$ cat config.mk
export PLATFORM = sky130hd
export DESIGN_NAME = rx_frame_filter
export DESIGN_NICKNAME = d
export VERILOG_FILES = /design/src/rtl/rx_filter_pkg.sv /design/src/rtl/rx_crc32.sv /design/src/rtl/rx_frame_filter.sv
export SDC_FILE = /design/constraint.sdc
export NUM_CORES = 1
export LEC_CHECK = 0
export ABC_AREA = 1
export ABC_CLOCK_PERIOD_IN_PS = 3200
export BUFFER_PORTS_ARGS = -buffer_cell sky130_fd_sc_hd__buf_2
export CORE_MARGIN = 5
export CORE_UTILIZATION = 62
export CTS_CLUSTER_DIAMETER = 60
export DETAILED_ROUTE_END_ITERATION = 12
export PLACE_DENSITY_LB_ADDON = 0.2
export SKIP_LAST_GASP = 1
export SLEW_MARGIN = 10
export SYNTH_ARGS = -nofsm -noshare
export SYNTH_HDL_FRONTEND = slang
export SYNTH_HIERARCHICAL = 1
export SYNTH_SLANG_ARGS = --single-unit
export TNS_END_PERCENT = 100
$ cat constraint.sdc
create_clock -name CLK -period 3.2 [get_ports CLK]
set_clock_uncertainty 0.2 [all_clocks]
set_input_delay 0 -clock CLK [delete_from_list [all_inputs] [get_ports CLK]]
set_output_delay 0 -clock CLK [all_outputs]
set_load 0.03 [all_outputs]
$ cat src/rtl/rx_filter_pkg.sv
// constants and types for the receive frame filter
package rx_filter_pkg;

  // ----------------------------------------
  // register map (byte addresses)
  // ----------------------------------------
  localparam logic [11:0] OFF_FILT = 12'h000;
  localparam logic [11:0] OFF_RXCTL = 12'h004;
  localparam logic [11:0] OFF_STA_LO = 12'h008;
  localparam logic [11:0] OFF_STA_HI = 12'h00C;
  localparam logic [11:0] OFF_HASH = 12'h010;
  localparam logic [11:0] OFF_STAT = 12'h020;
  localparam int NUM_HASH_WORDS = 4;

  // ----------------------------------------
  // filter control fields and reset values
  // ----------------------------------------
  localparam logic [15:0] FILT_RESET = 16'h0059;
  localparam logic [15:0] FILT_MASK = 16'hDFFF;
  localparam int B_HASH = 15;
  localparam int B_WAKE = 14;
  localparam int B_PINV = 12;
  localparam int B_PM_LO = 8;
  localparam int B_CRCC = 7;
  localparam int B_CRCR = 6;
  localparam int B_RUNC = 5;
  localparam int B_RUNR = 4;
  localparam int B_UC = 3;
  localparam int B_NOTME = 2;
  localparam int B_MC = 1;
  localparam int B_BC = 0;

  // ----------------------------------------
  // frame geometry and crc
  // ----------------------------------------
  localparam logic [10:0] DA_LEN = 11'h006;
  localparam logic [10:0] MIN_LEN = 11'h040;
  localparam logic [10:0] CNT_MAX = 11'h7FF;
  localparam logic [31:0] CRC_POLY = 32'h04C11DB7;
  localparam logic [31:0] CRC_INIT = 32'hFFFFFFFF;
  localparam logic [31:0] CRC_RESIDUE = 32'hC704DD7B;
  localparam int HASH_HI = 28;
  localparam int HASH_LO = 23;

  typedef enum logic [3:0] {
    PM_OFF = 4'h0, PM_CSUM = 4'h1, PM_UC = 4'h2, PM_NUC = 4'h3,
    PM_MC = 4'h4, PM_NMC = 4'h5, PM_BC = 4'h6, PM_NBC = 4'h7,
    PM_HASH = 4'h8, PM_WAKE = 4'h9
  } pm_e;

  typedef enum logic [2:0] {
    ST_IDLE = 3'b001, ST_RECV = 3'b010, ST_DECIDE = 3'b100
  } fsm_e;

  typedef struct packed {
    logic sof;
    logic eof;
    logic [7:0] data;
  } rx_beat_s;

endpackage

$ cat src/rtl/rx_crc32.sv
// byte-wide crc-32 engine, data bits taken lsb first
`timescale 1ns/10ps
`default_nettype none
module rx_crc32 (
  input wire logic CLK,
  input wire logic SRST,
  input wire logic start,
  input wire logic step,
  input wire logic [7:0] data,
  output logic [31:0] crc
);
  import rx_filter_pkg::*;

  function automatic logic [31:0] crc_byte(input logic [31:0] c, input logic [7:0] d);
    logic [31:0] r;
    logic fb;
    r = c;
    fb = 1'b0;
    for (int i = 0; i < 8; i++) begin
      fb = r[31] ^ d[i];
      r = {r[30:0], 1'b0};
      if (fb) begin
        r = r ^ CRC_POLY;
      end
    end
    return r;
  endfunction

  // start restarts from the seed so a new frame never inherits old state
  wire logic [31:0] base = start ? CRC_INIT : crc;
  wire logic [31:0] crc_nxt = step ? crc_byte(base, data) : base;

  always_ff @(posedge CLK) begin
    if (SRST) begin
      crc <= CRC_INIT;
    end else begin
      crc <= crc_nxt;
    end
  end

endmodule // rx_crc32
`default_nettype wire

$ cat src/rtl/rx_frame_filter.sv
// receive frame filter chain with apb register slave
// ----------------------------------------
// ----------------------------------------
`timescale 1ns/10ps
`default_nettype none
module rx_frame_filter (
  input wire logic CLK,
  input wire logic SRST,
  input wire logic PSEL,
  input wire logic PENABLE,
  input wire logic PWRITE,
  input wire logic [11:0] PADDR,
  input wire logic [31:0] PWDATA,
  output logic [31:0] PRDATA,
  output logic PREADY,
  output logic PSLVERR,
  input wire logic RX_VALID,
  input wire rx_filter_pkg::rx_beat_s RX_BEAT,
  input wire logic PAT_CSUM_OK,
  input wire logic WAKE_FOUND,
  output logic FRAME_COMMIT,
  output logic FRAME_DROP,
  output logic RX_BUSY
);
  import rx_filter_pkg::*;

  // ----------------------------------------
  // apb slave
  // ----------------------------------------
  logic [15:0] rx_filter_control_r;
  logic receive_enable_r;
  logic [47:0] station_address_r;
  logic [15:0] hash_table_word_r [NUM_HASH_WORDS];
  logic [7:0] accept_cnt_r;
  logic last_accept_r;
  logic last_crc_bad_r;
  logic last_short_r;
  fsm_e state_r;

  wire logic setup = PSEL & ~PENABLE;
  wire logic wr_go = PSEL & PENABLE & PREADY & PWRITE & ~PSLVERR;
  wire logic sel_filt = PADDR == OFF_FILT;
  wire logic sel_rxctl = PADDR == OFF_RXCTL;
  wire logic sel_sta_lo = PADDR == OFF_STA_LO;
  wire logic sel_sta_hi = PADDR == OFF_STA_HI;
  wire logic sel_stat = PADDR == OFF_STAT;
  wire logic [3:0] hash_sel;
  wire logic [15:0] hash_rd;
  wire logic [63:0] hash_flat;

  genvar g;
  generate
    for (g = 0; g < NUM_HASH_WORDS; g++) begin : g_hash
      assign hash_sel[g] = PADDR == OFF_HASH + 12'(4 * g);
      assign hash_flat[16*g +: 16] = hash_table_word_r[g];
      always_ff @(posedge CLK) begin
        if (SRST) begin
          hash_table_word_r[g] <= 16'h0000;
        end else if (wr_go && hash_sel[g]) begin
          hash_table_word_r[g] <= PWDATA[15:0];
        end
      end
    end
  endgenerate

  assign hash_rd = (|hash_sel) ? hash_table_word_r[PADDR[3:2]] : 16'h0000;

  wire logic hit = sel_filt | sel_rxctl | sel_sta_lo | sel_sta_hi
                 | sel_stat | (|hash_sel);
  wire logic [31:0] status_word = {16'h0000, accept_cnt_r, 4'h0, last_short_r,
                                   last_crc_bad_r, last_accept_r, state_r != ST_IDLE};
  wire logic [31:0] rd_word =
    sel_filt   ? {16'h0000, rx_filter_control_r} :
    sel_rxctl  ? {31'h00000000, receive_enable_r} :
    sel_sta_lo ? station_address_r[31:0] :
    sel_sta_hi ? {16'h0000, station_address_r[47:32]} :
    sel_stat   ? status_word :
    {16'h0000, hash_rd};

  // answer in the first access cycle, no wait states
  always_ff @(posedge CLK) begin
    if (SRST) begin
      PREADY <= 1'b0;
      PSLVERR <= 1'b0;
      PRDATA <= 32'h00000000;
    end else begin
      PREADY <= setup;
      PSLVERR <= setup & ~hit;
      PRDATA <= setup ? rd_word : 32'h00000000;
    end
  end

  // ----------------------------------------
  // control registers
  // ----------------------------------------
  always_ff @(posedge CLK) begin
    if (SRST) begin
      rx_filter_control_r <= FILT_RESET;
      receive_enable_r <= 1'b0;
      station_address_r <= 48'h000000000000;
    end else if (wr_go) begin
      if (sel_filt) begin
        rx_filter_control_r <= PWDATA[15:0] & FILT_MASK;
      end
      if (sel_rxctl) begin
        receive_enable_r <= PWDATA[0];
      end
      if (sel_sta_lo) begin
        station_address_r[31:0] <= PWDATA;
      end
      if (sel_sta_hi) begin
        station_address_r[47:32] <= PWDATA[15:0];
      end
    end
  end

  // ----------------------------------------
  // frame tracking
  // ----------------------------------------
  logic [10:0] byte_cnt_r;
  logic [47:0] da_r;
  wire logic [31:0] hash_crc;
  wire logic [31:0] fcs_crc;

  wire logic first = RX_VALID & RX_BEAT.sof;
  wire logic more = RX_VALID & ~RX_BEAT.sof & (state_r == ST_RECV);
  wire logic last = (first | more) & RX_BEAT.eof;
  wire logic in_da = byte_cnt_r < DA_LEN;
  wire logic [10:0] cnt_inc = (byte_cnt_r == CNT_MAX) ? CNT_MAX
                            : 11'(byte_cnt_r + 11'h001);

  fsm_e state_nxt;
  always_comb begin
    state_nxt = state_r;
    unique case (state_r)
      ST_IDLE: state_nxt = first ? (RX_BEAT.eof ? ST_DECIDE : ST_RECV) : ST_IDLE;
      ST_RECV: state_nxt = last ? ST_DECIDE : ST_RECV;
      ST_DECIDE: state_nxt = first ? (RX_BEAT.eof ? ST_DECIDE : ST_RECV) : ST_IDLE;
    endcase
  end

  always_ff @(posedge CLK) begin
    if (SRST) begin
      state_r <= ST_IDLE;
    end else begin
      state_r <= state_nxt;
    end
  end

  // destination bytes land first-on-wire in the low byte
  always_ff @(posedge CLK) begin
    if (SRST) begin
      byte_cnt_r <= 11'h000;
      da_r <= 48'h000000000000;
    end else if (first) begin
      byte_cnt_r <= 11'h001;
      da_r <= {40'h0000000000, RX_BEAT.data};
    end else if (more) begin
      byte_cnt_r <= cnt_inc;
      if (in_da) begin
        da_r[8*byte_cnt_r[2:0] +: 8] <= RX_BEAT.data;
      end
    end
  end

  rx_crc32 u_hash_crc (
    .CLK(CLK),
    .SRST(SRST),
    .start(first),
    .step(first | (more & in_da)),
    .data(RX_BEAT.data),
    .crc(hash_crc)
  );

  // whole frame incl. check bytes; good frame leaves the residue
  rx_crc32 u_fcs_crc (
    .CLK(CLK),
    .SRST(SRST),
    .start(first),
    .step(first | more),
    .data(RX_BEAT.data),
    .crc(fcs_crc)
  );

  // ----------------------------------------
  // filter decisions
  // ----------------------------------------
  wire logic [15:0] fc = rx_filter_control_r;
  wire logic deciding = state_r == ST_DECIDE;
  wire logic crc_bad = fcs_crc != CRC_RESIDUE;
  wire logic is_short = byte_cnt_r < DA_LEN + MIN_LEN;
  wire logic da_me = da_r == station_address_r;
  wire logic da_mc = da_r[0];
  wire logic da_bc = &da_r;
  wire logic da_notme = ~da_mc & ~da_me;
  wire logic hash_bit = hash_flat[hash_crc[HASH_HI:HASH_LO]];

  function automatic logic pm_cond(input logic [3:0] mode,
                                   input logic me, input logic mc,
                                   input logic bc, input logic hb,
                                   input logic wk);
    logic r;
    r = 1'b0;
    unique case (mode)
      PM_CSUM: r = 1'b1;
      PM_UC: r = me;
      PM_NUC: r = ~me;
      PM_MC: r = mc;
      PM_NMC: r = ~mc;
      PM_BC: r = bc;
      PM_NBC: r = ~bc;
      PM_HASH: r = hb;
      PM_WAKE: r = wk;
      default: r = 1'b0;
    endcase
    return r;
  endfunction

  wire logic [3:0] pm_mode = fc[B_PM_LO +: 4];
  wire logic csum_ok = PAT_CSUM_OK ^ fc[B_PINV];
  wire logic pm_hit = csum_ok
                    & pm_cond(pm_mode, da_me, da_mc, da_bc, hash_bit, WAKE_FOUND);

  // collection filters only raise accept terms
  wire logic uc_hit = fc[B_UC] & da_me;
  wire logic notme_hit = fc[B_NOTME] & da_notme;
  wire logic mc_hit = fc[B_MC] & da_mc;
  wire logic bc_hit = fc[B_BC] & da_bc;
  wire logic ht_hit = fc[B_HASH] & hash_bit;
  wire logic wk_hit = fc[B_WAKE] & WAKE_FOUND;
  wire logic collect_hit = uc_hit | notme_hit | mc_hit | bc_hit
                         | ht_hit | wk_hit | pm_hit;

  wire logic force_accept = (fc[B_CRCC] & crc_bad) | (fc[B_RUNC] & is_short);
  wire logic force_drop = (fc[B_CRCR] & crc_bad) | (fc[B_RUNR] & is_short);

  // frame is dropped while receive is off
  wire logic accept = receive_enable_r
                    & (force_accept | (~force_drop & collect_hit));

  // ----------------------------------------
  // outcome
  // ----------------------------------------
  // one pulse after the last byte
  always_ff @(posedge CLK) begin
    if (SRST) begin
      FRAME_COMMIT <= 1'b0;
      FRAME_DROP <= 1'b0;
      RX_BUSY <= 1'b0;
    end else begin
      FRAME_COMMIT <= deciding & accept;
      FRAME_DROP <= deciding & ~accept;
      RX_BUSY <= state_nxt != ST_IDLE;
    end
  end

  always_ff @(posedge CLK) begin
    if (SRST) begin
      accept_cnt_r <= 8'h00;
      last_accept_r <= 1'b0;
      last_crc_bad_r <= 1'b0;
      last_short_r <= 1'b0;
    end else if (deciding) begin
      accept_cnt_r <= 8'(accept_cnt_r + {7'h00, accept});
      last_accept_r <= accept;
      last_crc_bad_r <= crc_bad;
      last_short_r <= is_short;
    end
  end
endmodule // rx_frame_filter
`default_nettype wire

Yosys cells after proc, flatten, opt, wreduce, memory -nomap -nowiden --
Memories as Yosys holds them, arrays and structs flattened. Index checks and enable logic that the tools add are counted. W data, S select, Z words.
Cells by class: add/subtract/negate cells 3, order comparisons 3, equality and inequality tests 25, shift operators 2, mux-type cells 58, bitwise operators 90, reduce and logical (&&, ||, !) cells 19
Operators by type and width (count):
- $mux W27 | 16
- $not A14 Y14 | 16
- $mux W32 | 5
- $mux W16 | 9
- $bwmux W48 | 1
- $eq A12 B5 Y1 const B | 4
- $eq A48 B48 Y1 | 1
- $reduce_and A48 Y1 | 1
- $shift A8 B34 Y48 const A | 1
- $shiftx A8 B34 Y48 | 1
- $neg A6 Y34 | 1
- $ne A32 B32 Y1 const B | 1
- $and A1 B1 Y1 | 27
- $eq A12 B4 Y1 const B | 2
- $mux W8 | 3
- $or A1 B1 Y1 | 20
- $mux W1 | 17
- $xor A1 B1 Y1 | 17
- $eq A4 B3 Y1 const B | 4
- $eq A12 B3 Y1 const B | 1
- $eq A12 B6 Y1 const B | 1
- $logic_not A12 Y1 | 1
- $reduce_and A2 Y1 | 6
- $add A11 B1 Y11 const B | 1
- other kinds (22) | 43
Word-level totals: bits in registers 238, RAM bits 64, memories kept 1
Memories:
- hash_table_word_r | words 4, width 16, read ports 5, clocked after Yosys merged registers in 0, write ports 4, RTL line rx_frame_filter.sv:33 | logic [15:0] hash_table_word_r [NUM_HASH_WORDS];

Logic depth before layout (Yosys ltp) --
word-level depth 19, depth in mapped cells 27, mapped depth without buffers 27

By module --
The synthesis kept the hierarchy.
By module, submodules not included:
- rx_frame_filter | instances 1, cells an instance 1597, area each 11994.0 um2, sequential area each 5405.2 um2
- rx_crc32 | instances 2, cells an instance 388, area each 2518.7 um2, sequential area each 640.6 um2

Worst setup path after synthesis --
OpenSTA, ideal clock, no wires.
kind reg-to-reg, start register PREADY, end memory hash_table_word_r[0][0], enable pin, arrival 2.345 ns, slack 0.244 ns, stages on the path, launching flop included 5, period minus slack after synthesis 2.956 ns, path through dfxtp_1 > inv_1 > nor4_4 > inv_1 > o21ai_0
RTL lines:
- from (decl) | RTL line rx_frame_filter.sv:15 | output logic PREADY,
- from (signal assigned) | RTL line rx_frame_filter.sv:87 | PREADY <= setup;
- to (decl) | RTL line rx_frame_filter.sv:33

Final worst setup path --
start register da_r[31], end register accept_cnt_r[6]
Between the ends: longest elaborated chain between the ends 14, elaborated cells between the ends (all ways) 20
Ends and longest elaborated chain:
- from (decl) | RTL line rx_frame_filter.sv:121 | logic [47:0] da_r;
- from (signal assigned) | RTL line rx_frame_filter.sv:157 | da_r <= {40'h0000000000, RX_BEAT.data};
- from (signal, indexed assignment) | RTL line rx_frame_filter.sv:161 | da_r[8*byte_cnt_r[2:0] +: 8] <= RX_BEAT.data;
- $eq A48 B48 Y1 | RTL line rx_frame_filter.sv:192 | wire logic da_me = da_r == station_address_r;
- $not A1 Y1 | RTL line rx_frame_filter.sv:195, rx_frame_filter.sv:207
- $and A1 B1 Y1 | RTL line rx_frame_filter.sv:195 | wire logic da_notme = ~da_mc & ~da_me;
- $and A1 B1 Y1 | RTL line rx_frame_filter.sv:226 | wire logic notme_hit = fc[B_NOTME] & da_notme;
- $or A1 B1 Y1 (3 in a row) | RTL line rx_frame_filter.sv:231 | wire logic collect_hit = uc_hit | notme_hit | mc_hit | bc_hit
- $or A1 B1 Y1 (2 in a row) | RTL line rx_frame_filter.sv:232 | | ht_hit | wk_hit | pm_hit;
- $or A1 B1 Y1 (*) | RTL line rx_frame_filter.sv:232
- $and A1 B1 Y1 (*) | RTL line rx_frame_filter.sv:239 | & (force_accept | (~force_drop & collect_hit));
- $or A1 B1 Y1 (*) | RTL line rx_frame_filter.sv:239
- $and A1 B1 Y1 (*) | RTL line rx_frame_filter.sv:239
- named net accept | RTL line rx_frame_filter.sv:238 | wire logic accept = receive_enable_r
- $add A8 B1 Y8 (*) | RTL line rx_frame_filter.sv:264 | accept_cnt_r <= 8'(accept_cnt_r + {7'h00, accept});
- to (signal assigned) | RTL line rx_frame_filter.sv:264
- to (decl) | RTL line rx_frame_filter.sv:34 | logic [7:0] accept_cnt_r;
The timed path passes the listed nets; every way through them passes the cells marked *. A chain may end at the register's enable or synchronous reset.

==> run_results.csv <==
group,metric,value,unit
status,status,"complete, but fails checks",
status,violations,"negative hold slack",
floorplanning,rows,60,
global_route,grt_pass1_wl,84390,microns
floorplanning,die-width,175.7,microns
placed_design,routabilityCongestion,1.004,
synthesis,synth_area_leaders,"dfxtp_1, nand2_1, edfxtp_1, nor2_1, inv_1",
synthesis,synthFlopType,"dfxtp_1",
synthesis,async_reset_ff_share,0,%
sta,drv_slew,0,
global_route,grt_usage,33.56,%
synthesis,synth_fp_nets,2443,
min_path,holdPathEnd,"PRDATA[2]",
final_layout,areaGrowthSynthToFinish,16.01,%
sta,rsz0062_at_grt,"yes",
min_path,min_from,"PADDR[4]",
floorplanning,coreArea,27030,sq um
synthesis,syn_avg_cell_area,7.177,sq um
sta,period_minus_slack,3182,ps
placed_design,placedCellCount,2780,
global_route,grt_pass1_vias,16030,
final_layout,layout.cells.non_filler,2902,
global_route,grt_overflow,0,
pwr,leakagePower,8.667,nW
drt,ant_nets,0,
drt,avgViaCountPerCell,5.898,
floorplanning,start_util,63.02,%
cts,cts_tree,"yes",
cts,insertion_delay,520,ps
cts,clk_pin_slew,60,ps
sta,finalSetupViolCount,0,
global_route,antenna_found_initial,0,
critical_path,crit_path_start_kind,"flip-flop",
cts,cts_root_buf,"clkbuf_16",
floorplanning,io_pins,99,
final_layout,nFillCells,2136,
sta,hold_ws,-71.98,ps
critical_path,r2r_setup_slack,20,ps
synthesis,synth_seq_cells,302,
sta,worst_slew_pin_slew,981.7,ps
cts,h-tree-depth,2,
floorplanning,dieArea,30880,sq um
final_layout,post-route-util,73.11,%
placed_design,portBuffers,98,
min_path,hold_path_depth,6,
sta,tns,0,ps
synthesis,yosys_warnings,6,
pwr,vdd_drop_max,0.0004568,V
sta,relSlewSlack,34.46,%
final_layout,antennaDiodeCount,0,
synthesis,synth_cell_type_count,61,
synthesis,synth_commonest_cells,"nand2_1, nor2_1, inv_1",
pwr,p_per_area,483.4,nW/um^2
synthesis,synthCells,2373,
run,maxCapViolations,0,
final_layout,layout.nets,2609,
drt,drc,0,
critical_path,rr_startpoint,"da_r[31]",
critical_path,required,3390,ps
synthesis,ys_seq_area_share,39.26,%
cts,cts.sinks,302,
sta,period_share,99.42,%
cts,clockBufferDepth,3,
critical_path,critPathKind,"flip-flop to flip-flop",
cts,cts_buffers,35,
final_layout,drive_gt1_share,14.72,%
drt,drt_pass1_iterations,7,
critical_path,worstPathMaxFanout,3,
sta,fmax,0.3143,GHz
critical_path,cp-end-kind,"flip-flop",
critical_path,arrival,3370,ps
critical_path,reg2reg_depth,25,
sta,hold_viol,4,
drt,drt-total-wl,54090,microns
synthesis,synth_area,17030,sq um
drt,wl_per_cell,18.64,microns
drt,vias,17120,
synthesis,synth-edff-count,64,
synthesis,synth.most_common_cell,"nand2_1",
critical_path,r2r_end,"accept_cnt_r[6]",
global_route,grt_max_degree,75,
synthesis,synth.largest_area_cell,"dfxtp_1",
placed_design,dp_slack,-55.88,ps
synthesis,synth_top_area_share,27.98,%
min_path,hold_class,"input port to flip-flop",
placed_design,dpl.hpwl,37250,microns
drt,drt_iter0_drc,2223,
sta,setup_slack,18.49,ps
floorplanning,die_y,175.7,microns
[repair_timing]
item	in CTS	in global routing
endpoints found under the hold margin	205	1
hold buffers	58	1
gates cloned	0	2
endpoints found under the setup margin	1	13
gates resized for setup	3	39
setup buffers	0	3
pin swaps	0	12
[registers in the layout, indices dropped and copies added (netlist names), 3 cells and up]
register,cells
da_r,48
station_address_r,48
byte_cnt_r,11
hash_table_word_r,64
u_fcs_crc/crc,32
accept_cnt_r,8
PRDATA,32
state_r,3
fc,15
u_hash_crc/crc,32
[logic make-up after synthesis]
kind of cell,Yosys count,synth area share (%)
AO/OA/AOI/OAI,426,15.03
XOR/XNOR,92,5.392
adder cells (fa/ha/maj),8,0.5877
buffers and inverters,370,9.014
flip-flops,302,39.26
AND/OR/NAND/NOR,1175,30.72
[critical path: stages (launching register included)]
cell     delay [ps]
dfxtp_2         320
buf_4           140
xor2_1          130
nor2_1          100
nand2_1          70
nor2_2          150
nand2_1         100
nor2_2          140
nand3_1          90
nand3_1         110
nor2_2           60
nand2_1          50
inv_1            50
nand2_1          80
nand2_1          60
nand2_2          80
nand2_1          50
inv_1            60
ha_2            170
ha_1            140
inv_1            50
nor3_2          140
inv_1            90
nor3_2          220
and3_1          180
nor3_1           40
[layer usage]
layer / vias to the layer above / routed length, microns / share of wire [%] / track usage, %
li1: 8059 / - / - / -
met1: 7966 / 21810 / 40 / 45.12
met2: 930 / 24760 / 46 / 55.17
met3: 162 / 5625 / 10 / 5.768
met4: 0 / 1889 / 3.5 / 11.24
met5: - / 0 / 0 / 0
[power breakdown]
group | leakage, nW | total, mW | internal, mW | switching, mW
sequential | 2.63 | 4.07 | 3.99 | 0.0764
combinational | 5.50 | 1.58 | 0.528 | 1.05
clock | 0.539 | 3.90 | 2.31 | 1.59
total | 8.67 | 9.55 | 6.83 | 2.72
[layout by cell type, fill, tap and decap left out, types with 13 or more instances in the layout]
cell and n:
nand2_1 602, a221oi_1 16, nand4_1 15, nand3_1 128, nor2_1 273, nor2_2 23
buf_4 56, nand2_2 43, a21oi_1 148, dfxtp_2 15, a211oi_1 27, nor3_1 34
xnor2_1 23, inv_1 258, dlygate4sd3_1 58, a31oi_1 14, edfxtp_1 64, o21ai_0 111
o211ai_1 36, xor2_1 57, inv_2 13, buf_2 98, o21ai_1 32, dfxtp_1 222
clkbuf_16 37
[metrics by stage]
stage	power (mW)	instance area [sq um]
finish	9.551	19760
detailed placement	5.605	17930
global placement	5.562	17930
floorplan	5.191	17030
CTS	9.515	19640
global route	9.901	19760
[cell type report]
class / count / area, sq um / share of cell area (%)
well taps: 341 / 426.7 / 2.159
multi-input cells: 1702 / 8861 / 44.85
clock inverters: 13 / 133.9 / 0.6776
inverters: 282 / 1077 / 5.452
repair buffers: 216 / 1572 / 7.954
flip-flops and latches: 302 / 6709 / 33.96
clock buffers: 46 / 978.4 / 4.952
[how the worst max path moves through the flow]
stage,from,to,slack (ps),cells past startpoint
final,da_r[31],accept_cnt_r[6],20,25
after detailed placement,u_fcs_crc/crc[5],accept_cnt_r[6],-60,19
after global placement,u_fcs_crc/crc[5],accept_cnt_r[6],-20,19
after floorplan,PREADY,hash_table_word_r[0][0],240,4
after CTS,PADDR[6],fc[6],30,12
after global routing,station_address_r[3],accept_cnt_r[6],-200,26
Power figures use the tool's default switching activity.
